### config.mk
export PLATFORM = sky130hd
export DESIGN_NAME = odcs_top
export DESIGN_NICKNAME = d
export VERILOG_FILES = /design/src/verilog/odcs_pkg.sv /design/src/verilog/odcs_crc8.sv /design/src/verilog/odcs_sync.sv /design/src/verilog/odcs_top.sv
export SDC_FILE = /design/constraint.sdc
export NUM_CORES = 1
export LEC_CHECK = 0
export ABC_AREA = 1
export BUFFER_PORTS_ARGS = -buffer_cell sky130_fd_sc_hd__buf_2
export CAP_MARGIN = 10
export CORE_MARGIN = 2
export CORE_UTILIZATION = 41
export CTS_CLUSTER_DIAMETER = 120
export DETAILED_ROUTE_END_ITERATION = 10
export PLACE_DENSITY_LB_ADDON = 0.08
export SKIP_LAST_GASP = 1
export SLEW_MARGIN = 20
export SYNTH_ARGS = -nofsm -noshare
export SYNTH_HDL_FRONTEND = slang
export SYNTH_SLANG_ARGS = --single-unit
### constraint.sdc
create_clock -name clk_i -period 2.6 [get_ports clk_i]
set_input_delay 0.52 -clock clk_i [delete_from_list [all_inputs] [get_ports clk_i]]
set_output_delay 0.52 -clock clk_i [all_outputs]
set_load 0.02 [all_outputs]
### src/verilog/odcs_pkg.sv
// Package of constants and types for the output driver configuration and status block
// Notes on behaviour
// RQ1: Resistor select 1 with range 1101/1110/1111 picks internal-resistor overrange current ranges.
// RQ2: Clear-level select 0 clears to zero scale; 1 to midscale when unipolar.
// RQ3: Host sets output enable to 1; outputs stay disabled while it is 0.
// RQ4: Resistor select joins the four range bits to form the range code.
// RQ5: Readback starts with matching three-bit address and read/write bit 1.
// RQ6: Serial data output stays high impedance except during an addressed read.
// RQ7: Addressed read enables serial output and shifts data from fifth clock rise.
// RQ8: After readback, next frame sync rise returns serial output to high impedance.
// RQ9: One read transfer returns both control settings and status flags.
// RQ10: Read word: address, fixed 1 0, range, clear, enable, resistor, four flags.
// RQ11: Status flags are read-only; any set flag pulls the shared fault output low.
// RQ12: A received frame failing its checksum sets the interface-error flag.
// RQ13: Core temperature above about 150 C sets the overheat flag.
// RQ14: Open circuit on the current output sets the current fault flag.
// RQ15: Short circuit on the voltage output sets the voltage fault flag.
// RQ16: Hardware-select pin high means range comes from range and resistor pins.
// RQ17: Hardware mode has no status word; separate low fault pin per fault.
// RQ18: Hardware fault pins only pull low, never drive high.
// RQ19: Software mode fault output pulls low on headroom, short, checksum or overheat.
// RQ20: Host appends eight-bit checksum, polynomial x^8+x^2+x+1, after the data word.
// RQ21: On a 24-bit frame, checksum checked at sync rise; write only if good.
// RQ22: Reading the status word clears the interface-error flag and releases fault.
// RQ23: Clear command bit 1 forces outputs to the clear-level selected value.
// RQ24: Reset command returns every configuration bit and flag to power-on value.
`default_nettype none
package odcs_pkg;
	// Frame lengths in serial clocks
	localparam logic [4:0] FRAME_BITS     = 5'h10;
	localparam logic [4:0] CRC_FRAME_BITS = 5'h18;
	localparam logic [4:0] BIT_CNT_MAX    = 5'h1F;
	localparam logic [4:0] HDR_LAST_BIT   = 5'h03;
	localparam logic [4:0] BIT_CNT_STEP   = 5'h01;
	// Rising edges seen before the readback shift starts
	localparam logic [2:0] READ_START_RISE = 3'h4;
	localparam logic [2:0] RISE_CNT_MAX    = 3'h7;
	localparam logic [2:0] RISE_CNT_STEP   = 3'h1;
	// Checksum polynomial x^8+x^2+x+1 and start value
	localparam logic [7:0] CRC_POLY = 8'h07;
	localparam logic [7:0] CRC_INIT = 8'h00;
	// Write word field positions
	localparam int ADDR_MSB   = 15;
	localparam int ADDR_LSB   = 13;
	localparam int RW_POS     = 12;
	localparam int RESET_POS  = 11;
	localparam int RANGE_MSB  = 10;
	localparam int RANGE_LSB  = 7;
	localparam int CLEAR_LEVEL_SELECT_POS = 6;
	localparam int OUTPUT_DRIVE_ENABLE_POS  = 5;
	localparam int SENSE_RESISTOR_SELECT_POS   = 4;
	localparam int CLEAR_POS  = 3;
	// Fixed pattern in the readback word
	localparam logic [1:0] READ_FIXED = 2'h2;
	// Internal-resistor overrange codes
	localparam logic [3:0] RANGE_OVR_392 = 4'hD;
	localparam logic [3:0] RANGE_OVR_204 = 4'hE;
	localparam logic [3:0] RANGE_OVR_245 = 4'hF;
	// Strap settling delay after reset release
	localparam logic [1:0] STRAP_WAIT = 2'h3;
	localparam logic [1:0] STRAP_STEP = 2'h1;
	// Synchroniser width: link 3, strap 1+3+4+1, detectors 3
	localparam int SYNC_W = 15;

	typedef struct packed {
		logic       sclk;
		logic       sync_n;
		logic       sdin;
	} odcs_link_t;

	typedef struct packed {
		logic       sense_resistor_select;
		logic [3:0] range_code;
		logic       clear_level_select;
		logic       output_drive_enable;
		logic       clear_cmd;
	} odcs_cfg_t;

	localparam odcs_cfg_t CFG_RESET = '0;

	typedef struct packed {
		logic       pec_error;
		logic       over_temp;
		logic       current_output_pin_fault;
		logic       voltage_output_pin_fault;
	} odcs_flags_t;

	typedef enum logic [1:0] {
		ST_IDLE  = 2'b00,
		ST_FRAME = 2'b01,
		ST_READ  = 2'b10
	} odcs_state_t;
endpackage
`default_nettype wire

### src/verilog/odcs_crc8.sv
// Serial checksum engine, MSB first
`default_nettype none
module odcs_crc8 (
	input  wire logic       clk_i,
	input  wire logic       sys_rst_i,
	input  wire logic       clr_i,
	input  wire logic       en_i,
	input  wire logic       bit_i,
	output logic      [7:0] crc_o
);
	logic feedback;

	// Feedback from top bit and incoming data
	assign feedback = crc_o[7] ^ bit_i;

	// Shift register division
	always_ff @(posedge clk_i) begin
		if (sys_rst_i || clr_i) begin
			crc_o <= odcs_pkg::CRC_INIT;
		end else if (en_i) begin
			crc_o <= {crc_o[6:0], 1'b0} ^ (feedback ? odcs_pkg::CRC_POLY : odcs_pkg::CRC_INIT); // [RQ20]
		end
	end
endmodule
`default_nettype wire

### src/verilog/odcs_sync.sv
// Two-stage synchroniser for pin inputs
`default_nettype none
module odcs_sync #(
	parameter int WIDTH = 1
) (
	input  wire logic             clk_i,
	input  wire logic             sys_rst_i,
	input  wire logic [WIDTH-1:0] async_i,
	output logic      [WIDTH-1:0] sync_o
);
	logic [WIDTH-1:0] meta_ff;

	// First stage read only by the second
	always_ff @(posedge clk_i) begin
		if (sys_rst_i) begin
			meta_ff <= '0;
			sync_o  <= '0;
		end else begin
			meta_ff <= async_i;
			sync_o  <= meta_ff;
		end
	end
endmodule
`default_nettype wire

### src/verilog/odcs_top.sv
// Configuration, readback and fault logic of the output driver
`default_nettype none
module odcs_top (
	input  wire logic       clk_i,
	input  wire logic       sys_rst_i,
	input  wire logic       sclk_i,
	input  wire logic       sync_n_i,
	input  wire logic       sdin_i,
	input  wire logic       hardware_mode_select_i,
	input  wire logic [2:0] device_address_i,
	input  wire logic [3:0] range_pins_i,
	input  wire logic       sense_resistor_pin_i,
	input  wire logic       current_output_pin_open_det_i,
	input  wire logic       voltage_output_pin_short_det_i,
	input  wire logic       overtemp_det_i,
	output logic            sdo_o,
	output logic            sdo_oe_o,
	output logic            fault_n_o,
	output logic            fault_n_oe_o,
	output logic            current_loop_fault_out_o,
	output logic            current_loop_fault_out_oe_o,
	output logic            voltage_short_fault_out_o,
	output logic            voltage_short_fault_out_oe_o,
	output logic            overtemp_fault_out_o,
	output logic            overtemp_fault_out_oe_o,
	output logic      [4:0] range_code_o,
	output logic            internal_overrange_o,
	output logic            output_drive_enable_o,
	output logic            clear_force_o,
	output logic            clear_midscale_o,
	output logic            hw_mode_o
);
	logic [odcs_pkg::SYNC_W-1:0] raw_in;
	logic [odcs_pkg::SYNC_W-1:0] syn_in;
	odcs_pkg::odcs_link_t        link;
	odcs_pkg::odcs_link_t        link_prev_ff;
	logic                        syn_hw;
	logic [2:0]                  syn_addr;
	logic [3:0]                  syn_range;
	logic                        syn_sense_resistor_select;
	logic                        syn_iopen;
	logic                        syn_vshort;
	logic                        syn_otemp;
	logic                        sclk_rise;
	logic                        sclk_fall;
	logic                        sync_rise;
	logic                        sync_fall;
	logic [1:0]                  strap_cnt_ff;
	logic                        hw_mode_ff;
	logic [2:0]                  addr_ff;
	odcs_pkg::odcs_state_t       state_ff;
	logic [23:0]                 shift_ff;
	logic [4:0]                  bit_cnt_ff;
	logic [2:0]                  rise_cnt_ff;
	logic [3:0]                  hdr_ff;
	logic [15:0]                 out_sh_ff;
	logic [7:0]                  crc;
	logic                        crc_ok;
	logic                        frame_end;
	logic                        len16;
	logic                        len24;
	logic [15:0]                 word;
	logic                        word_ok;
	logic                        wr_hit;
	logic                        pec_set;
	logic                        pec_clr;
	logic                        read_hit;
	odcs_pkg::odcs_cfg_t         cfg_ff;
	odcs_pkg::odcs_flags_t       flags_ff;
	logic [15:0]                 readback;
	logic                        range_ovr;

	// All pins pass two flops
	assign raw_in = {sclk_i, sync_n_i, sdin_i, hardware_mode_select_i, device_address_i,
	                 range_pins_i, sense_resistor_pin_i, current_output_pin_open_det_i, voltage_output_pin_short_det_i, overtemp_det_i};

	odcs_sync #(.WIDTH(odcs_pkg::SYNC_W)) u_sync (
		.clk_i    (clk_i),
		.sys_rst_i(sys_rst_i),
		.async_i  (raw_in),
		.sync_o   (syn_in)
	);

	// Unpack synchronised inputs
	assign link       = syn_in[14:12];
	assign syn_hw     = syn_in[11];
	assign syn_addr   = syn_in[10:8];
	assign syn_range  = syn_in[7:4];
	assign syn_sense_resistor_select   = syn_in[3];
	assign syn_iopen  = syn_in[2];
	assign syn_vshort = syn_in[1];
	assign syn_otemp  = syn_in[0];

	// Link edge detection
	always_ff @(posedge clk_i) begin
		if (sys_rst_i) begin
			link_prev_ff <= '0; // Same as synchroniser reset, so no false sync fall
		end else begin
			link_prev_ff <= link;
		end
	end

	assign sclk_rise = link.sclk & ~link_prev_ff.sclk;
	assign sclk_fall = ~link.sclk & link_prev_ff.sclk;
	assign sync_rise = link.sync_n & ~link_prev_ff.sync_n;
	assign sync_fall = ~link.sync_n & link_prev_ff.sync_n;

	// Straps caught once after reset release
	always_ff @(posedge clk_i) begin
		if (sys_rst_i) begin
			strap_cnt_ff <= '0;
			hw_mode_ff   <= 1'b0;
			addr_ff      <= '0;
		end else if (strap_cnt_ff != odcs_pkg::STRAP_WAIT) begin
			strap_cnt_ff <= strap_cnt_ff + odcs_pkg::STRAP_STEP;
			hw_mode_ff   <= syn_hw; // [RQ16]
			addr_ff      <= syn_addr;
		end
	end

	// Frame decode
	assign frame_end = sync_rise && (state_ff == odcs_pkg::ST_FRAME);
	assign len16     = bit_cnt_ff == odcs_pkg::FRAME_BITS;
	assign len24     = bit_cnt_ff == odcs_pkg::CRC_FRAME_BITS;
	assign crc_ok    = crc == odcs_pkg::CRC_INIT;
	assign word      = len24 ? shift_ff[23:8] : shift_ff[15:0];
	assign word_ok   = len16 || (len24 && crc_ok); // [RQ21]
	assign wr_hit    = frame_end && word_ok && (word[odcs_pkg::ADDR_MSB:odcs_pkg::ADDR_LSB] == addr_ff)
	                   && !word[odcs_pkg::RW_POS];
	assign pec_set   = frame_end && len24 && !crc_ok; // [RQ12]
	assign pec_clr   = sync_rise && (state_ff == odcs_pkg::ST_READ); // [RQ22]
	assign read_hit  = sclk_rise && (rise_cnt_ff == odcs_pkg::READ_START_RISE)
	                   && (hdr_ff[3:1] == addr_ff) && hdr_ff[0]; // [RQ5]

	// Checksum over the frame bits received in ST_FRAME, before any readback starts
	odcs_crc8 u_crc (
		.clk_i    (clk_i),
		.sys_rst_i(sys_rst_i),
		.clr_i    (sync_fall),
		.en_i     (sclk_fall && (state_ff == odcs_pkg::ST_FRAME)),
		.bit_i    (link.sdin),
		.crc_o    (crc)
	);

	// Readback word: address, fixed bits, settings, flags
	assign readback = {addr_ff, odcs_pkg::READ_FIXED, cfg_ff.range_code, cfg_ff.clear_level_select,
	                   cfg_ff.output_drive_enable, cfg_ff.sense_resistor_select, flags_ff}; // [RQ9] [RQ10]

	// Frame state machine
	always_ff @(posedge clk_i) begin
		if (sys_rst_i) begin
			state_ff <= odcs_pkg::ST_IDLE;
		end else begin
			unique case (state_ff)
				odcs_pkg::ST_IDLE: begin
					if (sync_fall && !hw_mode_ff) begin
						state_ff <= odcs_pkg::ST_FRAME;
					end
				end
				odcs_pkg::ST_FRAME: begin
					if (sync_rise) begin
						state_ff <= odcs_pkg::ST_IDLE;
					end else if (read_hit) begin
						state_ff <= odcs_pkg::ST_READ;
					end
				end
				odcs_pkg::ST_READ: begin
					if (sync_rise) begin
						state_ff <= odcs_pkg::ST_IDLE;
					end
				end
				default: state_ff <= odcs_pkg::ST_IDLE; // Unused code
			endcase
		end
	end

	// Input shift and bit counting on falling serial clock
	always_ff @(posedge clk_i) begin
		if (sys_rst_i || sync_fall) begin
			shift_ff   <= '0;
			bit_cnt_ff <= '0;
			hdr_ff     <= '0;
		end else if (sclk_fall && (state_ff != odcs_pkg::ST_IDLE)) begin
			shift_ff <= {shift_ff[22:0], link.sdin};
			if (bit_cnt_ff != odcs_pkg::BIT_CNT_MAX) begin
				bit_cnt_ff <= bit_cnt_ff + odcs_pkg::BIT_CNT_STEP;
			end
			if (bit_cnt_ff == odcs_pkg::HDR_LAST_BIT) begin
				hdr_ff <= {shift_ff[2:0], link.sdin};
			end
		end
	end

	// Rising edge count within a frame
	always_ff @(posedge clk_i) begin
		if (sys_rst_i || sync_fall) begin
			rise_cnt_ff <= '0;
		end else if (sclk_rise && (state_ff != odcs_pkg::ST_IDLE) && (rise_cnt_ff != odcs_pkg::RISE_CNT_MAX)) begin
			rise_cnt_ff <= rise_cnt_ff + odcs_pkg::RISE_CNT_STEP;
		end
	end

	// Serial data output, driven only in an addressed read
	always_ff @(posedge clk_i) begin
		if (sys_rst_i) begin
			sdo_oe_o  <= 1'b0;
			sdo_o     <= 1'b0;
			out_sh_ff <= '0;
		end else if (state_ff == odcs_pkg::ST_READ) begin
			if (sync_rise) begin
				sdo_oe_o <= 1'b0; // [RQ8]
			end else if (sclk_rise) begin
				sdo_o     <= out_sh_ff[15];
				out_sh_ff <= {out_sh_ff[14:0], 1'b0};
			end
		end else if (state_ff == odcs_pkg::ST_FRAME && read_hit && !sync_rise) begin
			sdo_oe_o  <= 1'b1; // [RQ7]
			sdo_o     <= readback[15];
			out_sh_ff <= {readback[14:0], 1'b0};
		end else begin
			sdo_oe_o <= 1'b0; // [RQ6]
		end
	end

	// Configuration written from checked frames
	always_ff @(posedge clk_i) begin
		if (sys_rst_i) begin
			cfg_ff <= odcs_pkg::CFG_RESET;
		end else if (wr_hit) begin
			if (word[odcs_pkg::RESET_POS]) begin
				cfg_ff <= odcs_pkg::CFG_RESET; // [RQ24]
			end else begin
				cfg_ff.range_code            <= word[odcs_pkg::RANGE_MSB:odcs_pkg::RANGE_LSB];
				cfg_ff.sense_resistor_select <= word[odcs_pkg::SENSE_RESISTOR_SELECT_POS]; // [RQ4]
				cfg_ff.clear_level_select    <= word[odcs_pkg::CLEAR_LEVEL_SELECT_POS];
				cfg_ff.output_drive_enable   <= word[odcs_pkg::OUTPUT_DRIVE_ENABLE_POS];
				cfg_ff.clear_cmd             <= word[odcs_pkg::CLEAR_POS];
			end
		end
	end

	// Read-only flags: interface error sticky with set beating clear, the rest live
	always_ff @(posedge clk_i) begin
		if (sys_rst_i) begin
			flags_ff <= '0;
		end else begin
			flags_ff.over_temp  <= syn_otemp; // [RQ13]
			flags_ff.current_output_pin_fault <= syn_iopen; // [RQ14]
			flags_ff.voltage_output_pin_fault <= syn_vshort; // [RQ15]
			if (pec_set) begin
				flags_ff.pec_error <= 1'b1; // [RQ12]
			end else if (pec_clr || (wr_hit && word[odcs_pkg::RESET_POS])) begin
				flags_ff.pec_error <= 1'b0; // [RQ22] [RQ24]
			end
		end
	end

	// Overrange decode for internal resistor
	assign range_ovr = cfg_ff.sense_resistor_select && ((cfg_ff.range_code == odcs_pkg::RANGE_OVR_392)
	                   || (cfg_ff.range_code == odcs_pkg::RANGE_OVR_204)
	                   || (cfg_ff.range_code == odcs_pkg::RANGE_OVR_245)); // [RQ1]

	// Range, enable and clear outputs
	always_ff @(posedge clk_i) begin
		if (sys_rst_i) begin
			range_code_o          <= '0;
			internal_overrange_o  <= 1'b0;
			output_drive_enable_o <= 1'b0;
			clear_force_o         <= 1'b0;
			clear_midscale_o      <= 1'b0;
			hw_mode_o             <= 1'b0;
		end else begin
			hw_mode_o <= hw_mode_ff;
			if (hw_mode_ff) begin
				range_code_o          <= {syn_sense_resistor_select, syn_range}; // [RQ16]
				internal_overrange_o  <= syn_sense_resistor_select && ((syn_range == odcs_pkg::RANGE_OVR_392)
				                         || (syn_range == odcs_pkg::RANGE_OVR_204)
				                         || (syn_range == odcs_pkg::RANGE_OVR_245));
				output_drive_enable_o <= 1'b1;
				clear_force_o         <= 1'b0;
				clear_midscale_o      <= 1'b0;
			end else begin
				range_code_o          <= {cfg_ff.sense_resistor_select, cfg_ff.range_code}; // [RQ4]
				internal_overrange_o  <= range_ovr;
				output_drive_enable_o <= cfg_ff.output_drive_enable; // [RQ3]
				clear_force_o         <= cfg_ff.clear_cmd; // [RQ23]
				// Every range is unipolar, so select 1 means midscale
				clear_midscale_o      <= cfg_ff.clear_level_select; // [RQ2]
			end
		end
	end

	// Open-drain fault pins: low when enabled
	assign fault_n_o                 = 1'b0;
	assign current_loop_fault_out_o  = 1'b0; // [RQ18]
	assign voltage_short_fault_out_o = 1'b0; // [RQ18]
	assign overtemp_fault_out_o      = 1'b0; // [RQ18]
	// Pull-down enables: shared pin in software mode, one pin per fault in hardware mode
	always_ff @(posedge clk_i) begin
		if (sys_rst_i) begin
			fault_n_oe_o                 <= 1'b0;
			current_loop_fault_out_oe_o  <= 1'b0;
			voltage_short_fault_out_oe_o <= 1'b0;
			overtemp_fault_out_oe_o      <= 1'b0;
		end else begin
			fault_n_oe_o                 <= !hw_mode_ff && (|flags_ff); // [RQ11] [RQ19]
			current_loop_fault_out_oe_o  <= hw_mode_ff && flags_ff.current_output_pin_fault; // [RQ17]
			voltage_short_fault_out_oe_o <= hw_mode_ff && flags_ff.voltage_output_pin_fault; // [RQ17]
			overtemp_fault_out_oe_o      <= hw_mode_ff && flags_ff.over_temp; // [RQ17]
		end
	end
endmodule
`default_nettype wire
## Word level (Yosys, flattened, before mapping)

Cells that the tools add are included.

- Flip-flop bits (word level): 128
- Bits in latches: 0
- RAM bits: 0
- Memory bits (read-only): 0
- Bits of input ports: 17
- Output and inout port bits: 20
- Word-level logic and storage cells: 141
- Memories: 0

- $add $sub $neg: 3
- Multipliers: 0
- Divide/modulo/power cells: 0
- Magnitude comparators: 0
- Eq/ne operators: 22
- Shift-type cells: 0
- Mux-type cells: 24
- Bitwise logic cells: 10
- Reductions and logical operators: 47

Operators with widths:

| kind | number |
|---|---|
| $mux 16 | 5 |
| $logic_and 1x1->1 | 25 |
| $eq 4x4->1 const B | 6 |
| $mux 1 | 11 |
| $eq 5x5->1 const B | 2 |
| $ne 2x2->1 const B | 5 |
| $logic_not 8->1 | 1 |
| $mux 2 | 4 |
| $mux 8 | 1 |
| $xor 8x8->8 | 1 |
| $logic_or 1x1->1 | 7 |
| $eq 3x3->1 | 2 |
| $ne 3x3->1 const B | 2 |
| $pmux 2 s3 | 1 |
| $reduce_and 3->1 | 2 |
| $reduce_bool 2->1 | 3 |
| $add 5x1->5 const B | 1 |
| $eq 5x2->1 const B | 1 |
| $mux 5 | 1 |
| $ne 5x5->1 const B | 1 |
| $and 1x1->1 | 4 |
| $logic_not 1->1 | 4 |
| $not 1->1 | 4 |
| $reduce_and 2->1 | 2 |
| other kinds (10) | 10 |

## Depth between registers and ports, before layout

Gate-level depths: netlist of run 1.

- Depth after elaboration: 10
- Mapped depth: 16

## Hierarchy

A second synthesis of run 1 with hierarchy kept.

- Cell total of the unflattened synthesis: 676
- Area, all modules: 5018.6 um^2

Modules (own cells, without submodules):

| module | instances | cells an instance | area an instance (um^2) | sequential area each (um^2) |
|---|---|---|---|---|
| odcs_top | 1 | 534 | 3798.6 | 1781.7 |
| odcs_sync | 1 | 93 | 859.6 | 600.6 |
| odcs_crc8 | 1 | 49 | 360.3 | 160.2 |

## Least setup slack after synthesis of run 1

No wires, ideal clock.

- Path kind: register to register
- Start: reg bit_cnt_ff[0]
- End: reg cfg_ff[6] (netlist name)
- Setup time: 0.113 ns
- Arrival: 1.701 ns
- Data required time: 2.487 ns
- Path slack: 0.786 ns
- Cell stages (with the launch flop): 17
- Cell sequence: dfxtp_1 > inv_1 > ha_1 > nand2_1 > inv_1 > nand2_4 > buf_6 > nand2_1 > nand2_1 > nand3_1 > nor2_1 > and2_4 > buf_6 > buf_8 > nand2_2 > nand2_1 > nor2_1

- Word-level cells in the longest chain between the ends: 6
- Elaborated cells between the ends (all ways): 11

Ends and longest elaborated chain:

| item | RTL line | source |
|---|---|---|
| from (decl) | odcs_top.sv:53 | `logic [4:0] bit_cnt_ff;` |
| from (signal assigned) | odcs_top.sv:186 | `bit_cnt_ff <= bit_cnt_ff + odcs_pkg::BIT_CNT_STEP;` |
| parallel branches: the longest is 6 deep, another holds $mux 16 | -- |  |
| to (signal assigned) | odcs_top.sv:228 | `cfg_ff <= odcs_pkg::CFG_RESET;` |
| to (signal assigned) | odcs_top.sv:231 | `cfg_ff <= odcs_pkg::CFG_RESET;` |
| to (decl) | odcs_top.sv:68 | `odcs_pkg::odcs_cfg_t cfg_ff;` |

Parallel ways; which one is timed is not known.
A chain may end at the register's enable or synchronous reset.

## Final worst setup path of run 1

- Start: reg bit_cnt_ff[0]
- End: reg cfg_ff[4] (netlist name)

Same word-level chain as after synthesis.

==> run_summary.xml, run 1 <==
<?xml version="1.0" encoding="UTF-8"?>
<metrics>
  <group name="sta">
    <metric name="finalSetupViolCount" unit="">0</metric>
    <metric name="finalWorstPathRequiredPeriod" unit="ns">1.98</metric>
    <metric name="max_freq" unit="GHz">0.505</metric>
    <metric name="setup_total_negative_slack" unit="ns">0</metric>
    <metric name="worst_slew_pin_slew" unit="ns">0.575</metric>
    <metric name="rsz0062_at_grt" unit="">no</metric>
    <metric name="report.final.hold_viol_count" unit="">0</metric>
    <metric name="finalMaxSlewViolations" unit="">0</metric>
    <metric name="finClkSkew" unit="ns">0.00514</metric>
    <metric name="slew-limit-headroom" unit="%">61.5</metric>
    <metric name="fin_crit_sh" unit="%">76.2</metric>
  </group>
  <group name="die">
    <metric name="floorplan.initialDensity" unit="%">42.4</metric>
    <metric name="die_width" unit="µm">113</metric>
    <metric name="die_y" unit="µm">113</metric>
    <metric name="ios" unit="">37</metric>
    <metric name="core.rowCount" unit="">39</metric>
    <metric name="core_region_area" unit="µm²">11600</metric>
    <metric name="design.die.area" unit="µm²">12800</metric>
  </group>
  <group name="logic_synthesis">
    <metric name="synth-edff-count" unit="">0</metric>
    <metric name="synth_top_cell_area_share" unit="%">51.9</metric>
    <metric name="postSynthRegisterBits" unit="">127</metric>
    <metric name="dominantRegCellSynth" unit="">sky130_fd_sc_hd__dfxtp_1</metric>
    <metric name="netlist_instances" unit="">642</metric>
    <metric name="synthArstFlopShare" unit="%">0</metric>
    <metric name="synth_warnings" unit="">0</metric>
    <metric name="per_instance_average_area_after_synthesis" unit="µm²">7.63</metric>
    <metric name="synth-seq-area-share" unit="%">51.9</metric>
    <metric name="post_synth_num_cell_types" unit="">30</metric>
    <metric name="yosysTopAreaCell" unit="">sky130_fd_sc_hd__dfxtp_1</metric>
    <metric name="synth.area.top_cells" unit="">sky130_fd_sc_hd__dfxtp_1 (52%), sky130_fd_sc_hd__nor2_1 (7.7%), sky130_fd_sc_hd__o21ai_0 (7.6%)</metric>
    <metric name="synth.cell_area" unit="µm²">4900</metric>
  </group>
  <group name="final_layout">
    <metric name="antennaDiodeCount" unit="">0</metric>
    <metric name="design.final.nets" unit="">697</metric>
    <metric name="drive_above_1_share" unit="%">11.4</metric>
    <metric name="area_delta_synth_final" unit="%">17.5</metric>
    <metric name="final_core_util" unit="%">49.8</metric>
  </group>
  <group name="clock_network">
    <metric name="postCtsResizedCells" unit="">0</metric>
    <metric name="cts-buffers-inserted" unit="">17</metric>
    <metric name="clk_latency" unit="ns">0.41</metric>
    <metric name="tritoncts" unit="">yes</metric>
    <metric name="clock_path_buffers" unit="">2</metric>
    <metric name="cts_hold_buf" unit="">0</metric>
    <metric name="postCtsSetupRepairBufs" unit="">0</metric>
    <metric name="clock_slew_at_reported_path_ffs" unit="ns">0.05</metric>
    <metric name="cts.root.buffer_cell" unit="">sky130_fd_sc_hd__clkbuf_16</metric>
    <metric name="tritoncts_num_sinks" unit="">127</metric>
    <metric name="htree_num_levels" unit="">4</metric>
  </group>
  <group name="flow_run">
    <metric name="max_cap_violations" unit="">0</metric>
  </group>
  <group name="placement">
    <metric name="routability_driven_placement_congestion_ratio" unit="">0.784</metric>
    <metric name="port_buffers" unit="">32</metric>
    <metric name="detailed_place_hpwl" unit="µm">6520</metric>
  </group>
  <group name="hold_path">
    <metric name="hold_path_class" unit="">in2reg</metric>
  </group>
  <group name="power">
    <metric name="irDropWorstVdd" unit="mV">0.509</metric>
    <metric name="power_density" unit="nW/µm²">804</metric>
    <metric name="power.static_leakage" unit="nW">2.44</metric>
  </group>
  <group name="critical_path">
    <metric name="worst_setup_path_start_kind" unit="">flip-flop</metric>
    <metric name="timing.critical_path.cells" unit="">inv_1 -&gt; ha_1 -&gt; nand2_1 -&gt; inv_1 -&gt; nand2_4 -&gt; nand2_1 -&gt; nand3_1 -&gt; nand2_1 -&gt; nor2_1 -&gt; and2_4 -&gt; nand2_1 -&gt; nand2_1 -&gt; nor2_1</metric>
    <metric name="worst_ep_required_time" unit="ns">2.90</metric>
    <metric name="path_delay_family" unit="">simple AND/OR/NAND/NOR gates</metric>
    <metric name="cpMostUsedCell" unit="">sky130_fd_sc_hd__nand2_1</metric>
    <metric name="worstPathArrival" unit="ns">2.28</metric>
    <metric name="worst_path_largest_cell_delay" unit="ns">0.37</metric>
    <metric name="timing.critical_path.slowest_stage_cell" unit="">sky130_fd_sc_hd__dfxtp_1</metric>
    <metric name="timing.critical_path.fanout_max" unit="">21</metric>
    <metric name="critPathKind" unit="">reg2reg</metric>
    <metric name="cp_bufs_invs" unit="">2</metric>
    <metric name="end_kind" unit="">flip-flop</metric>
  </group>
  <group name="detailed_routing">
    <metric name="num_vias" unit="">3828</metric>
    <metric name="number_of_nets_still_failing_antenna_checks_after_routing" unit="">0</metric>
    <metric name="drt-initial-drc-count" unit="">207</metric>
    <metric name="routed_wl" unit="µm">9420</metric>
    <metric name="drt_pre_antenna_iters" unit="">4</metric>
    <metric name="vias_per_cell" unit="">4.62</metric>
    <metric name="detail_route.wl_per_cell" unit="µm">11.4</metric>
    <metric name="drc_errors" unit="">0</metric>
  </group>
  <group name="grt">
    <metric name="initial_antenna_violation_count" unit="">0</metric>
    <metric name="grt_pass1_wl" unit="µm">16000</metric>
    <metric name="globalRouteTotalUtil" unit="%">15.8</metric>
    <metric name="pin_count_of_the_biggest_net_entering_global_routing" unit="">32</metric>
    <metric name="globalRouteOverflowTotal" unit="">0</metric>
    <metric name="grt_pass1_vias" unit="">3567</metric>
  </group>
  <group name="outcome">
    <metric name="status" unit="">complete, no violations</metric>
  </group>
</metrics>
## path summary, 6_finish.rpt
path,slack [ns],endpoint,depth (start not counted),start
min reg2reg,0.40,u_sync.sync_o[12]$_SDFF_PP0_,2,u_sync.meta_ff[12]$_SDFF_PP0_
min,0.31,u_sync.meta_ff[11]$_SDFF_PP0_,3,hardware_mode_select_i
max,0.62,cfg_ff[4]$_SDFFE_PP0P_,13,bit_cnt_ff[0]$_SDFFE_PP0P_
max reg2reg,0.62,cfg_ff[4]$_SDFFE_PP0P_,13,bit_cnt_ff[0]$_SDFFE_PP0P_
## layout make-up
class	instances	area, µm²
clock inverter	5	100
inverter	100	375
timing repair buffer	38	205
tap	143	179
clock buffer	26	519
multi-input combinational	389	1840
sequential	127	2540
fill	1170	5810
## Yosys cell counts, types with 2 or more instances
master	n
sky130_fd_sc_hd__nor3_1	7
sky130_fd_sc_hd__buf_2	2
sky130_fd_sc_hd__ha_1	7
sky130_fd_sc_hd__o21ai_0	74
sky130_fd_sc_hd__nand2_1	88
sky130_fd_sc_hd__inv_1	98
sky130_fd_sc_hd__nand4_1	2
sky130_fd_sc_hd__clkbuf_1	18
sky130_fd_sc_hd__dfxtp_1	127
sky130_fd_sc_hd__xor2_1	3
sky130_fd_sc_hd__o211ai_1	3
sky130_fd_sc_hd__nand3_1	23
sky130_fd_sc_hd__nor2_1	100
sky130_fd_sc_hd__a21oi_1	60
sky130_fd_sc_hd__nand2_2	5
sky130_fd_sc_hd__inv_2	2
sky130_fd_sc_hd__buf_6	3
sky130_fd_sc_hd__a22o_1	4
sky130_fd_sc_hd__buf_4	4
sky130_fd_sc_hd__xnor2_1	2
## layer usage
layer	global-route usage, %	up-vias	part of all wire, %
li1	-	2075	-
met1	20.2	1680	50
met2	24.2	58	45
met3	5.25	15	4.0
met4	7.15	0	1.6
met5	0	-	0
## stage by stage
stage	setup slack, ns	instances	hold slack (ns)	power (mW)	cell area [µm²]
floorplan	0.786	645	0.388	2.18	4910
global placement	0.678	797	0.389	2.23	5140
detailed placement	0.638	797	0.394	2.23	5140
CTS	0.616	828	0.292	4.68	5760
global route	0.374	828	0.307	4.80	5760
finish	0.618	828	0.310	4.63	5760
## kinds of logic after synthesis
group	count (synthesis)	share of synthesized area, %
other	1	0.0765
XOR/XNOR	5	0.894
AND/OR/NAND/NOR	229	19.1
AO/OA/AOI/OAI	144	15.3
adder cells (fa/ha/maj)	7	1.79
buffers and inverters	129	10.9
flip-flops	127	51.9
## worst min-delay path, stage by stage
cell and delay, ns:
sky130_fd_sc_hd__buf_2 0.07, sky130_fd_sc_hd__inv_1 0.03, sky130_fd_sc_hd__nor2_1 0.06
## sequential cells by signal (all words and copies together), names as in the netlist, 5 cells and up
| name | count |
|---|---|
| bit_cnt_ff | 5 |
| cfg_ff | 8 |
| out_sh_ff | 15 |
| range_code_o | 5 |
| shift_ff | 24 |
| u_crc.crc_o | 8 |
| u_sync.meta_ff | 15 |
| u_sync.sync_o | 15 |
## power by group
part           switching, mW  total (mW)  internal (mW)
combinational          0.114       0.174         0.0595
clock                  0.787        2.44           1.65
sequential            0.0217        2.02           1.99
total                  0.923        4.63           3.71
## cells in the final DEF (no fill, tap or decap)
master	Yosys	layout
sky130_fd_sc_hd__a21oi_1	60	59
sky130_fd_sc_hd__a21oi_2	0	1
sky130_fd_sc_hd__a22o_1	4	4
sky130_fd_sc_hd__a22oi_1	1	1
sky130_fd_sc_hd__a41oi_1	1	1
sky130_fd_sc_hd__and2_4	1	1
sky130_fd_sc_hd__buf_2	2	32
sky130_fd_sc_hd__buf_4	4	6
sky130_fd_sc_hd__bufinv_16	0	3
sky130_fd_sc_hd__clkbuf_1	18	3
sky130_fd_sc_hd__clkbuf_16	0	17
sky130_fd_sc_hd__clkbuf_8	0	6
sky130_fd_sc_hd__clkinv_2	0	2
sky130_fd_sc_hd__conb_1	1	4
sky130_fd_sc_hd__dfxtp_1	127	127
sky130_fd_sc_hd__ha_1	7	7
sky130_fd_sc_hd__inv_1	98	98
sky130_fd_sc_hd__inv_2	2	2
sky130_fd_sc_hd__nand2_1	88	88
sky130_fd_sc_hd__nand2_2	5	5
sky130_fd_sc_hd__nand2_4	1	1
sky130_fd_sc_hd__nand3_1	23	23
sky130_fd_sc_hd__nand4_1	2	2
sky130_fd_sc_hd__nor2_1	100	100
sky130_fd_sc_hd__nor2_2	1	1
sky130_fd_sc_hd__nor2_4	1	1
sky130_fd_sc_hd__nor3_1	7	7
sky130_fd_sc_hd__o211ai_1	3	3
sky130_fd_sc_hd__o21ai_0	74	74
sky130_fd_sc_hd__o22ai_1	1	1
sky130_fd_sc_hd__xnor2_1	2	2
sky130_fd_sc_hd__xor2_1	3	3
Power figures use the tool's default switching activity.
==> inputs of run 2 (changes only) <==
--- a/config.mk
+++ b/config.mk
@@ -5,7 +5,7 @@
 export SDC_FILE = /design/constraint.sdc
 export NUM_CORES = 1
 export LEC_CHECK = 0
-export ABC_AREA = 1
+export ABC_AREA = 0
 export BUFFER_PORTS_ARGS = -buffer_cell sky130_fd_sc_hd__buf_2
 export CAP_MARGIN = 10
 export CORE_MARGIN = 2
==> constraint.sdc (replaced) <==
create_clock -name clk_i -period 2 [get_ports clk_i]
set_input_delay 0.4 -clock clk_i [delete_from_list [all_inputs] [get_ports clk_i]]
set_output_delay 0.4 -clock clk_i [all_outputs]
set_load 0.02 [all_outputs]
==> run 2 against run 1 <==
- critical path type unchanged
- global-route usage increased by 1.6 points
- non-clock buffer count increased by 31
- worst setup slack got worse by 0.65 ns
- die area increased by 2.4%
- power increased by 23%
- critical path depth decreased by 6
- the run now ends with negative setup slack left
- clock power increased by 12%
- fmax decreased by 2.7%
- cell area increased by 5.8%
- final cell count decreased by 8.5%
- sequential power increased by 32%
- wire length increased by 15%
==> run_summary.xml, run 2 <==
<?xml version="1.0" encoding="UTF-8"?>
<metrics>
  <group name="outcome">
    <metric name="status" unit="">finished with violations</metric>
    <metric name="violations" unit="">negative setup slack</metric>
  </group>
  <group name="critical_path">
    <metric name="worst_path_largest_cell_delay" unit="ns">0.54</metric>
    <metric name="timing.critical_path.cells" unit="">inv_2 -&gt; ha_4 -&gt; nand3_2 -&gt; or4_4 -&gt; or4_4 -&gt; nor2_4 -&gt; a221o_2</metric>
    <metric name="worst_ep_required_time" unit="ns">2.36</metric>
    <metric name="cp_bufs_invs" unit="">1</metric>
    <metric name="cpMostUsedCell" unit="">sky130_fd_sc_hd__or4_4</metric>
    <metric name="worst_setup_path_start_kind" unit="">flip-flop</metric>
    <metric name="timing.critical_path.slowest_stage_cell" unit="">sky130_fd_sc_hd__or4_4</metric>
    <metric name="end_kind" unit="">flip-flop</metric>
    <metric name="timing.critical_path.fanout_max" unit="">6</metric>
    <metric name="path_delay_family" unit="">simple AND/OR/NAND/NOR gates</metric>
    <metric name="critPathKind" unit="">reg2reg</metric>
    <metric name="worstPathArrival" unit="ns">2.40</metric>
  </group>
  <group name="placement">
    <metric name="detailed_place_hpwl" unit="µm">7630</metric>
    <metric name="port_buffers" unit="">32</metric>
    <metric name="routability_driven_placement_congestion_ratio" unit="">0.794</metric>
    <metric name="postPlaceCellArea" unit="µm²">5520</metric>
  </group>
  <group name="die">
    <metric name="core.rowCount" unit="">40</metric>
    <metric name="die_y" unit="µm">115</metric>
    <metric name="core_region_area" unit="µm²">12000</metric>
    <metric name="die_width" unit="µm">115</metric>
    <metric name="design.die.area" unit="µm²">13200</metric>
    <metric name="ios" unit="">37</metric>
    <metric name="floorplan.initialDensity" unit="%">42.0</metric>
  </group>
  <group name="clock_network">
    <metric name="htree_num_levels" unit="">4</metric>
    <metric name="tritoncts" unit="">yes</metric>
    <metric name="clock_path_buffers" unit="">2</metric>
    <metric name="tritoncts_num_sinks" unit="">127</metric>
    <metric name="cts_hold_buf" unit="">0</metric>
    <metric name="cts-buffers-inserted" unit="">17</metric>
    <metric name="cts.root.buffer_cell" unit="">sky130_fd_sc_hd__clkbuf_16</metric>
    <metric name="clock_slew_at_reported_path_ffs" unit="ns">0.05</metric>
    <metric name="clk_latency" unit="ns">0.41</metric>
  </group>
  <group name="logic_synthesis">
    <metric name="yosysTopAreaCell" unit="">sky130_fd_sc_hd__dfxtp_1</metric>
    <metric name="dominantRegCellSynth" unit="">sky130_fd_sc_hd__dfxtp_1</metric>
    <metric name="post_synth_fa_ha_maj_area_fraction" unit="%">1.74</metric>
    <metric name="synth_xor_xnor_area_share" unit="%">2.27</metric>
    <metric name="post_synthesis_share_of_cell_area_spent_on_and_or_nand_and_nor_gates" unit="%">25.7</metric>
    <metric name="postSynthRegisterBits" unit="">127</metric>
    <metric name="synth_common_cells" unit="">sky130_fd_sc_hd__dfxtp_1 (127), sky130_fd_sc_hd__nand2_1 (69), sky130_fd_sc_hd__a21oi_1 (61)</metric>
    <metric name="netlist_instances" unit="">544</metric>
    <metric name="synth_top_cell_area_share" unit="%">50.6</metric>
    <metric name="synthArstFlopShare" unit="%">0</metric>
    <metric name="synth_compound_area_share" unit="%">11.0</metric>
    <metric name="synth-seq-area-share" unit="%">50.6</metric>
    <metric name="synth_warnings" unit="">0</metric>
    <metric name="synth.cell_area" unit="µm²">5020</metric>
    <metric name="post-synth-top-count-cell" unit="">sky130_fd_sc_hd__dfxtp_1</metric>
    <metric name="per_instance_average_area_after_synthesis" unit="µm²">9.23</metric>
    <metric name="post_synth_num_cell_types" unit="">47</metric>
    <metric name="synth-edff-count" unit="">0</metric>
    <metric name="synth_top_family_by_area" unit="">simple AND/OR/NAND/NOR gates</metric>
    <metric name="synth.area.top_cells" unit="">sky130_fd_sc_hd__dfxtp_1 (51%), sky130_fd_sc_hd__nor2b_1 (6.1%), sky130_fd_sc_hd__a21oi_1 (6.1%)</metric>
    <metric name="synth.mux.area_fraction" unit="%">4.98</metric>
  </group>
  <group name="final_layout">
    <metric name="mostFrequentLayoutCells" unit="">sky130_fd_sc_hd__dfxtp_1 (124), sky130_fd_sc_hd__nand2_1 (69), sky130_fd_sc_hd__a21oi_1 (61), sky130_fd_sc_hd__nor2b_1 (49), sky130_fd_sc_hd__buf_4 (34)</metric>
    <metric name="antennaDiodeCount" unit="">0</metric>
    <metric name="design.final.nets" unit="">624</metric>
    <metric name="stdcell_area" unit="µm²">6100</metric>
    <metric name="largest_register_ff_count" unit="">24</metric>
    <metric name="drive_above_1_share" unit="%">21.1</metric>
    <metric name="area_delta_synth_final" unit="%">21.3</metric>
    <metric name="largest_register" unit="">shift_ff</metric>
    <metric name="final_common_cell" unit="">sky130_fd_sc_hd__dfxtp_1</metric>
  </group>
  <group name="grt">
    <metric name="busiest_layer" unit="">met2</metric>
    <metric name="initial_antenna_violation_count" unit="">0</metric>
    <metric name="grt_use_met2" unit="%">26.5</metric>
    <metric name="globalRouteTotalUtil" unit="%">17.4</metric>
    <metric name="grt_pass1_wl" unit="µm">17500</metric>
    <metric name="pin_count_of_the_biggest_net_entering_global_routing" unit="">45</metric>
    <metric name="grt.met1_usage" unit="%">23.4</metric>
    <metric name="globalRouteOverflowTotal" unit="">0</metric>
    <metric name="grt_pass1_vias" unit="">3525</metric>
    <metric name="grt_util_met3" unit="%">4.98</metric>
  </group>
  <group name="sta">
    <metric name="timing.final.ws_setup" unit="ns">-0.0363</metric>
    <metric name="finalWorstPathRequiredPeriod" unit="ns">2.04</metric>
    <metric name="fin_crit_sh" unit="%">102</metric>
    <metric name="max_freq" unit="GHz">0.491</metric>
    <metric name="report.final.hold_viol_count" unit="">0</metric>
    <metric name="worst_slew_pin_slew" unit="ns">0.538</metric>
    <metric name="rsz0062_at_grt" unit="">yes</metric>
    <metric name="finalMaxSlewViolations" unit="">0</metric>
    <metric name="slew-limit-headroom" unit="%">63.9</metric>
    <metric name="finalHoldWorstSlack" unit="ns">0.194</metric>
    <metric name="finalSetupViolCount" unit="">12</metric>
    <metric name="setup_total_negative_slack" unit="ns">-0.268</metric>
    <metric name="finClkSkew" unit="ns">0.00791</metric>
  </group>
  <group name="flow_run">
    <metric name="max_cap_violations" unit="">0</metric>
  </group>
  <group name="hold_path">
    <metric name="hold_path_class" unit="">in2reg</metric>
  </group>
  <group name="detailed_routing">
    <metric name="drt_pre_antenna_iters" unit="">5</metric>
    <metric name="drt-initial-drc-count" unit="">209</metric>
    <metric name="num_vias" unit="">3835</metric>
    <metric name="number_of_nets_still_failing_antenna_checks_after_routing" unit="">0</metric>
    <metric name="routed_wl" unit="µm">10900</metric>
    <metric name="drc_errors" unit="">0</metric>
    <metric name="vias_per_cell" unit="">5.06</metric>
    <metric name="detail_route.wl_per_cell" unit="µm">14.3</metric>
  </group>
  <group name="power">
    <metric name="power_density" unit="nW/µm²">934</metric>
    <metric name="irDropWorstVdd" unit="mV">0.610</metric>
    <metric name="power.static_leakage" unit="nW">2.38</metric>
  </group>
</metrics>
==> run 2: changes by cell type after synthesis, moves of 18 or more <==
cell,before,now
sky130_fd_sc_hd__inv_1,98,5
sky130_fd_sc_hd__nand2_1,88,69
sky130_fd_sc_hd__nand2b_1,0,21
sky130_fd_sc_hd__nand3b_1,0,18
sky130_fd_sc_hd__nor2_1,100,33
sky130_fd_sc_hd__nor2b_1,0,49
sky130_fd_sc_hd__o21ai_0,74,6
==> run 2: repair_timing <==
| item | CTS | global route |
|---|---|---|
| gates cloned | 1 | 0 |
| setup buffers | 0 | 1 |
| endpoints found under the setup margin | 17 | 23 |
| gates resized for setup | 8 | 1 |
| pin swaps | 4 | 5 |
==> run 2: final timing paths <==
check                                                   start                            to  slack, ns  depth (start not counted)
worst max-delay path              rise_cnt_ff[0]$_SDFFE_PP0P_    out_sh_ff[10]$_SDFFE_PP0P_      -0.04                          7
worst min-delay path                      device_address_i[0]  u_sync.meta_ff[8]$_SDFF_PP0_       0.19                          2
worst max register to register    rise_cnt_ff[0]$_SDFFE_PP0P_    out_sh_ff[10]$_SDFFE_PP0P_      -0.04                          7
worst min register to register  u_sync.meta_ff[12]$_SDFF_PP0_  u_sync.sync_o[12]$_SDFF_PP0_       0.43                          1
==> run 2: routing by layer <==
layer  routed length (µm)  vias to the layer above
li1                     -                     1967
met1                 5360                     1805
met2                 4970                       49
met3                  345                       14
met4                  177                        0
met5                    0                        -
==> run 2: logic make-up after synthesis <==
family | Yosys count
adders and majority gates | 7
and+or+nand+nor | 241
muxes | 24
AOI/OAI and AO/OA | 90
buffers and inverters | 41
other | 1
xor gates and xnor gates | 13
DFF | 127
==> run 2: worst reg2reg max path, stage by stage (launching register included) <==
cell,delay [ns]
sky130_fd_sc_hd__dfxtp_2,0.32
sky130_fd_sc_hd__inv_2,0.06
sky130_fd_sc_hd__ha_4,0.12
sky130_fd_sc_hd__nand3_2,0.06
sky130_fd_sc_hd__or4_4,0.54
sky130_fd_sc_hd__or4_4,0.51
sky130_fd_sc_hd__nor2_4,0.20
sky130_fd_sc_hd__a221o_2,0.17
==> run 2: cell type report <==
class                           count  area, µm²
Clock buffer                       19        433
Clock inverter                     11       96.3
Fill cell                        1163       5870
Inverter                            5       18.8
Multi-Input combinational cell    380       2350
Sequential cell                   127       2550
Tap cell                          147        184
Timing Repair Buffer               69        467
==> run 2: stage by stage <==
step | std cells | worst slack, ns | utilization [%] | power, mW
5_1_grt | 758 | -0.125 | 51.0 | 5.92
6_report | 758 | -0.0363 | 51.0 | 5.69
4_1_cts | 757 | -0.0394 | 50.9 | 5.77
3_5_place_dp | 726 | -0.0548 | 46.2 | 3.01
3_3_place_gp | 726 | -0.0118 | 46.2 | 3.00
2_1_floorplan | 547 | -0.00121 | - | 2.92
==> run 2: power by group <==
part           total (mW)  internal [mW]  switching (mW)  leakage [nW]
Combinational       0.279          0.133           0.146          1.08
Sequential           2.67           2.62          0.0517          1.03
Clock                2.74           1.68            1.06         0.258
Total                5.69           4.43            1.26          2.38
==> inputs of run 3 (changes only) <==
--- a/config.mk
+++ b/config.mk
@@ -8,13 +8,15 @@
 export ABC_AREA = 0
 export BUFFER_PORTS_ARGS = -buffer_cell sky130_fd_sc_hd__buf_2
 export CAP_MARGIN = 10
-export CORE_MARGIN = 2
+export CORE_MARGIN = 4
 export CORE_UTILIZATION = 41
 export CTS_CLUSTER_DIAMETER = 120
 export DETAILED_ROUTE_END_ITERATION = 10
+export GPL_TIMING_DRIVEN = 0
 export PLACE_DENSITY_LB_ADDON = 0.08
 export SKIP_LAST_GASP = 1
 export SLEW_MARGIN = 20
 export SYNTH_ARGS = -nofsm -noshare
 export SYNTH_HDL_FRONTEND = slang
+export SYNTH_HIERARCHICAL = 1
 export SYNTH_SLANG_ARGS = --single-unit
==> run 3 against run 2 <==
- the run still ends with negative setup slack left
- sequential power decreased by 3%
- global-route usage decreased by 1.1 points
- clock power increased by 24%
- non-clock buffer count increased by 6
- utilization increased by 2.0 points
- cell area increased by 5.2%
- critical path type unchanged
==> run_summary.xml, run 3 <==
<?xml version="1.0" encoding="UTF-8"?>
<metrics>
  <group name="critical_path">
    <metric name="worst_setup_path_start_kind" unit="">flip-flop</metric>
    <metric name="timing.critical_path.slowest_stage_cell" unit="">sky130_fd_sc_hd__or4_4</metric>
    <metric name="critPathKind" unit="">reg2reg</metric>
    <metric name="worstPathArrival" unit="ns">2.39</metric>
    <metric name="timing.critical_path.cells" unit="">or4_4 -&gt; o21ai_4 -&gt; nand3_2 -&gt; nor4_4 -&gt; buf_6 -&gt; mux2_4</metric>
    <metric name="worst_path_largest_cell_delay" unit="ns">0.55</metric>
    <metric name="end_kind" unit="">flip-flop</metric>
    <metric name="worst_ep_required_time" unit="ns">2.30</metric>
    <metric name="timing.critical_path.fanout_max" unit="">8</metric>
  </group>
  <group name="detailed_routing">
    <metric name="drt_pre_antenna_iters" unit="">5</metric>
    <metric name="number_of_nets_still_failing_antenna_checks_after_routing" unit="">0</metric>
    <metric name="drt-initial-drc-count" unit="">175</metric>
    <metric name="detail_route.wl_per_cell" unit="µm">13.9</metric>
    <metric name="routed_wl" unit="µm">10900</metric>
    <metric name="drc_errors" unit="">0</metric>
    <metric name="num_vias" unit="">3721</metric>
    <metric name="vias_per_cell" unit="">4.76</metric>
  </group>
  <group name="clock_network">
    <metric name="cts_hold_buf" unit="">0</metric>
    <metric name="cts-buffers-inserted" unit="">17</metric>
    <metric name="htree_num_levels" unit="">4</metric>
    <metric name="clock_path_buffers" unit="">2</metric>
    <metric name="clk_latency" unit="ns">0.41</metric>
    <metric name="tritoncts_num_sinks" unit="">127</metric>
    <metric name="clock_slew_at_reported_path_ffs" unit="ns">0.05</metric>
    <metric name="tritoncts" unit="">yes</metric>
    <metric name="cts.root.buffer_cell" unit="">sky130_fd_sc_hd__clkbuf_16</metric>
  </group>
  <group name="sta">
    <metric name="finalHoldWorstSlack" unit="ns">0.193</metric>
    <metric name="max_freq" unit="GHz">0.478</metric>
    <metric name="finalMaxSlewViolations" unit="">0</metric>
    <metric name="rsz0062_at_grt" unit="">yes</metric>
    <metric name="setup_total_negative_slack" unit="ns">-0.664</metric>
    <metric name="worst_slew_pin_slew" unit="ns">0.685</metric>
    <metric name="finClkSkew" unit="ns">0.00731</metric>
    <metric name="report.final.hold_viol_count" unit="">0</metric>
    <metric name="finalWorstPathRequiredPeriod" unit="ns">2.09</metric>
    <metric name="slew-limit-headroom" unit="%">54.3</metric>
    <metric name="fin_crit_sh" unit="%">105</metric>
    <metric name="finalSetupViolCount" unit="">8</metric>
    <metric name="timing.final.ws_setup" unit="ns">-0.0921</metric>
  </group>
  <group name="grt">
    <metric name="grt_pass1_vias" unit="">3653</metric>
    <metric name="globalRouteOverflowTotal" unit="">0</metric>
    <metric name="grt_pass1_wl" unit="µm">18300</metric>
    <metric name="globalRouteTotalUtil" unit="%">16.3</metric>
    <metric name="initial_antenna_violation_count" unit="">0</metric>
    <metric name="pin_count_of_the_biggest_net_entering_global_routing" unit="">17</metric>
  </group>
  <group name="logic_synthesis">
    <metric name="synth.mux.area_fraction" unit="%">11.1</metric>
    <metric name="synth_warnings" unit="">6</metric>
    <metric name="synth_compound_area_share" unit="%">6.69</metric>
    <metric name="synth-edff-count" unit="">0</metric>
    <metric name="synth_top_family_by_area" unit="">simple AND/OR/NAND/NOR gates</metric>
    <metric name="postSynthRegisterBits" unit="">127</metric>
    <metric name="synth_common_cells" unit="">sky130_fd_sc_hd__dfxtp_1 (127), sky130_fd_sc_hd__nand2_1 (81), sky130_fd_sc_hd__a21oi_1 (44), sky130_fd_sc_hd__nor2_1 (44), sky130_fd_sc_hd__nor2b_1 (37)</metric>
    <metric name="post_synth_fa_ha_maj_area_fraction" unit="%">1.71</metric>
    <metric name="synth_xor_xnor_area_share" unit="%">2.22</metric>
    <metric name="dominantRegCellSynth" unit="">sky130_fd_sc_hd__dfxtp_1</metric>
    <metric name="yosysTopAreaCell" unit="">sky130_fd_sc_hd__dfxtp_1</metric>
    <metric name="netlist_instances" unit="">538</metric>
    <metric name="synth.cell_area" unit="µm²">5120</metric>
    <metric name="post_synthesis_share_of_cell_area_spent_on_and_or_nand_and_nor_gates" unit="%">24.7</metric>
    <metric name="synth.area.top_cells" unit="">sky130_fd_sc_hd__dfxtp_1 (50%), sky130_fd_sc_hd__mux2i_1 (6.4%), sky130_fd_sc_hd__nand2_1 (5.9%)</metric>
    <metric name="synth_top_cell_area_share" unit="%">49.6</metric>
    <metric name="synthArstFlopShare" unit="%">0</metric>
    <metric name="per_instance_average_area_after_synthesis" unit="µm²">9.53</metric>
    <metric name="post-synth-top-count-cell" unit="">sky130_fd_sc_hd__dfxtp_1</metric>
    <metric name="post_synth_num_cell_types" unit="">49</metric>
    <metric name="synth-seq-area-share" unit="%">49.6</metric>
  </group>
  <group name="placement">
    <metric name="place.detailed.instances" unit="">741</metric>
    <metric name="postPlaceCellArea" unit="µm²">5510</metric>
    <metric name="detailed_place_hpwl" unit="µm">7710</metric>
    <metric name="routability_driven_placement_congestion_ratio" unit="">0.800</metric>
    <metric name="port_buffers" unit="">32</metric>
  </group>
  <group name="final_layout">
    <metric name="stdcell_area" unit="µm²">6410</metric>
    <metric name="final_common_cell" unit="">sky130_fd_sc_hd__dfxtp_1</metric>
    <metric name="largest_register_ff_count" unit="">24</metric>
    <metric name="mostFrequentLayoutCells" unit="">sky130_fd_sc_hd__dfxtp_1 (119), sky130_fd_sc_hd__nand2_1 (81), sky130_fd_sc_hd__nor2_1 (44), sky130_fd_sc_hd__a21oi_1 (44), sky130_fd_sc_hd__nor2b_1 (37)</metric>
    <metric name="area_delta_synth_final" unit="%">25.2</metric>
    <metric name="final_cells" unit="">782</metric>
    <metric name="largest_register" unit="">shift_ff</metric>
    <metric name="design.final.nets" unit="">625</metric>
    <metric name="drive_above_1_share" unit="%">25.4</metric>
    <metric name="antennaDiodeCount" unit="">0</metric>
  </group>
  <group name="die">
    <metric name="core.rowCount" unit="">40</metric>
    <metric name="core_region_area" unit="µm²">12100</metric>
    <metric name="ios" unit="">37</metric>
    <metric name="design.die.area" unit="µm²">14400</metric>
    <metric name="floorplan.initialDensity" unit="%">42.3</metric>
    <metric name="die_width" unit="µm">120</metric>
    <metric name="die_y" unit="µm">120</metric>
  </group>
  <group name="power">
    <metric name="power_density" unit="nW/µm²">970</metric>
    <metric name="power.static_leakage" unit="nW">2.56</metric>
    <metric name="irDropWorstVdd" unit="mV">0.524</metric>
  </group>
  <group name="hold_path">
    <metric name="hold_path_class" unit="">in2reg</metric>
  </group>
  <group name="outcome">
    <metric name="status" unit="">finished with violations</metric>
    <metric name="violations" unit="">negative setup slack</metric>
  </group>
  <group name="flow_run">
    <metric name="max_cap_violations" unit="">0</metric>
  </group>
</metrics>
==> run 3: layout make-up <==
class                      instances  area, µm²
fill                            1110       5700
sequential                       127       2550
multi-input combinational        373       2540
clock buffer                      23        488
timing repair buffer              41        231
tap                              168        210
buffer                            34        184
clock inverter                     9        179
inverter                           7       26.3
==> run 3: kinds of logic (layout without fill, tap and decap cells) <==
logic type / count (synthesis) / after routing
AND/OR/NAND/NOR: 234 / 234
flip-flops: 127 / 127
AO/OA/AOI/OAI: 61 / 61
multiplexers: 54 / 54
buffers and inverters: 41 / 114
XOR/XNOR: 13 / 13
adder cells (fa/ha/maj): 7 / 7
other: 1 / 4
==> run 3: worst max-delay path: cells and delay by family, from the launching register on <==
| kind | cells | cell delay [ns] |
|---|---|---|
| mux | 1 | 0.31 |
| simple gates | 3 | 0.97 |
| buf+inv | 1 | 0.19 |
| compound gates | 1 | 0.19 |
| flops | 1 | 0.32 |
==> run 3: what timing repair did <==
action                                  in CTS  in global routing
gates resized for setup                     30                 12
endpoints found under the setup margin      21                 26
buffers inserted                             4                  5
pin swaps                                    6                  5
==> run 3: final timing paths <==
| kind | endpoint | start | cells past startpoint | slack [ns] |
|---|---|---|---|---|
| max reg2reg | cfg_ff[7]$_SDFFE_PP0P_ | u_crc/crc_o[2]$_SDFFE_PP0P_ | 6 | -0.09 |
| min | u_sync/meta_ff[2]$_SDFF_PP0_ | current_output_pin_open_det_i | 2 | 0.19 |
| max | cfg_ff[7]$_SDFFE_PP0P_ | u_crc/crc_o[2]$_SDFFE_PP0P_ | 6 | -0.09 |
| min reg2reg | flags_ff[1]$_SDFF_PP0_ | u_sync/sync_o[2]$_SDFF_PP0_ | 1 | 0.43 |
==> run 3: metal layers <==
metal	track usage, %	wire length, µm	vias up
met3	4.01	293	11
met1	20.9	5250	1752
met2	26.0	5220	53
met4	7.52	142	0
li1	-	-	1905
met5	0	0	-
==> run 3: metrics by stage <==
stage / utilization (%) / total power, mW / setup WS (ns)
floorplan: - / 2.80 / -0.0335
global placement: 45.5 / 2.86 / -0.319
detailed placement: 45.5 / 2.86 / -0.349
CTS: 52.3 / 6.30 / -0.0691
global route: 53.0 / 6.45 / -0.161
finish: 53.0 / 6.22 / -0.0921
==> run 3: where the power goes <==
group          switching (mW)  internal, mW
Combinational           0.123        0.0859
Sequential             0.0241          2.58
Clock                    1.07          2.34
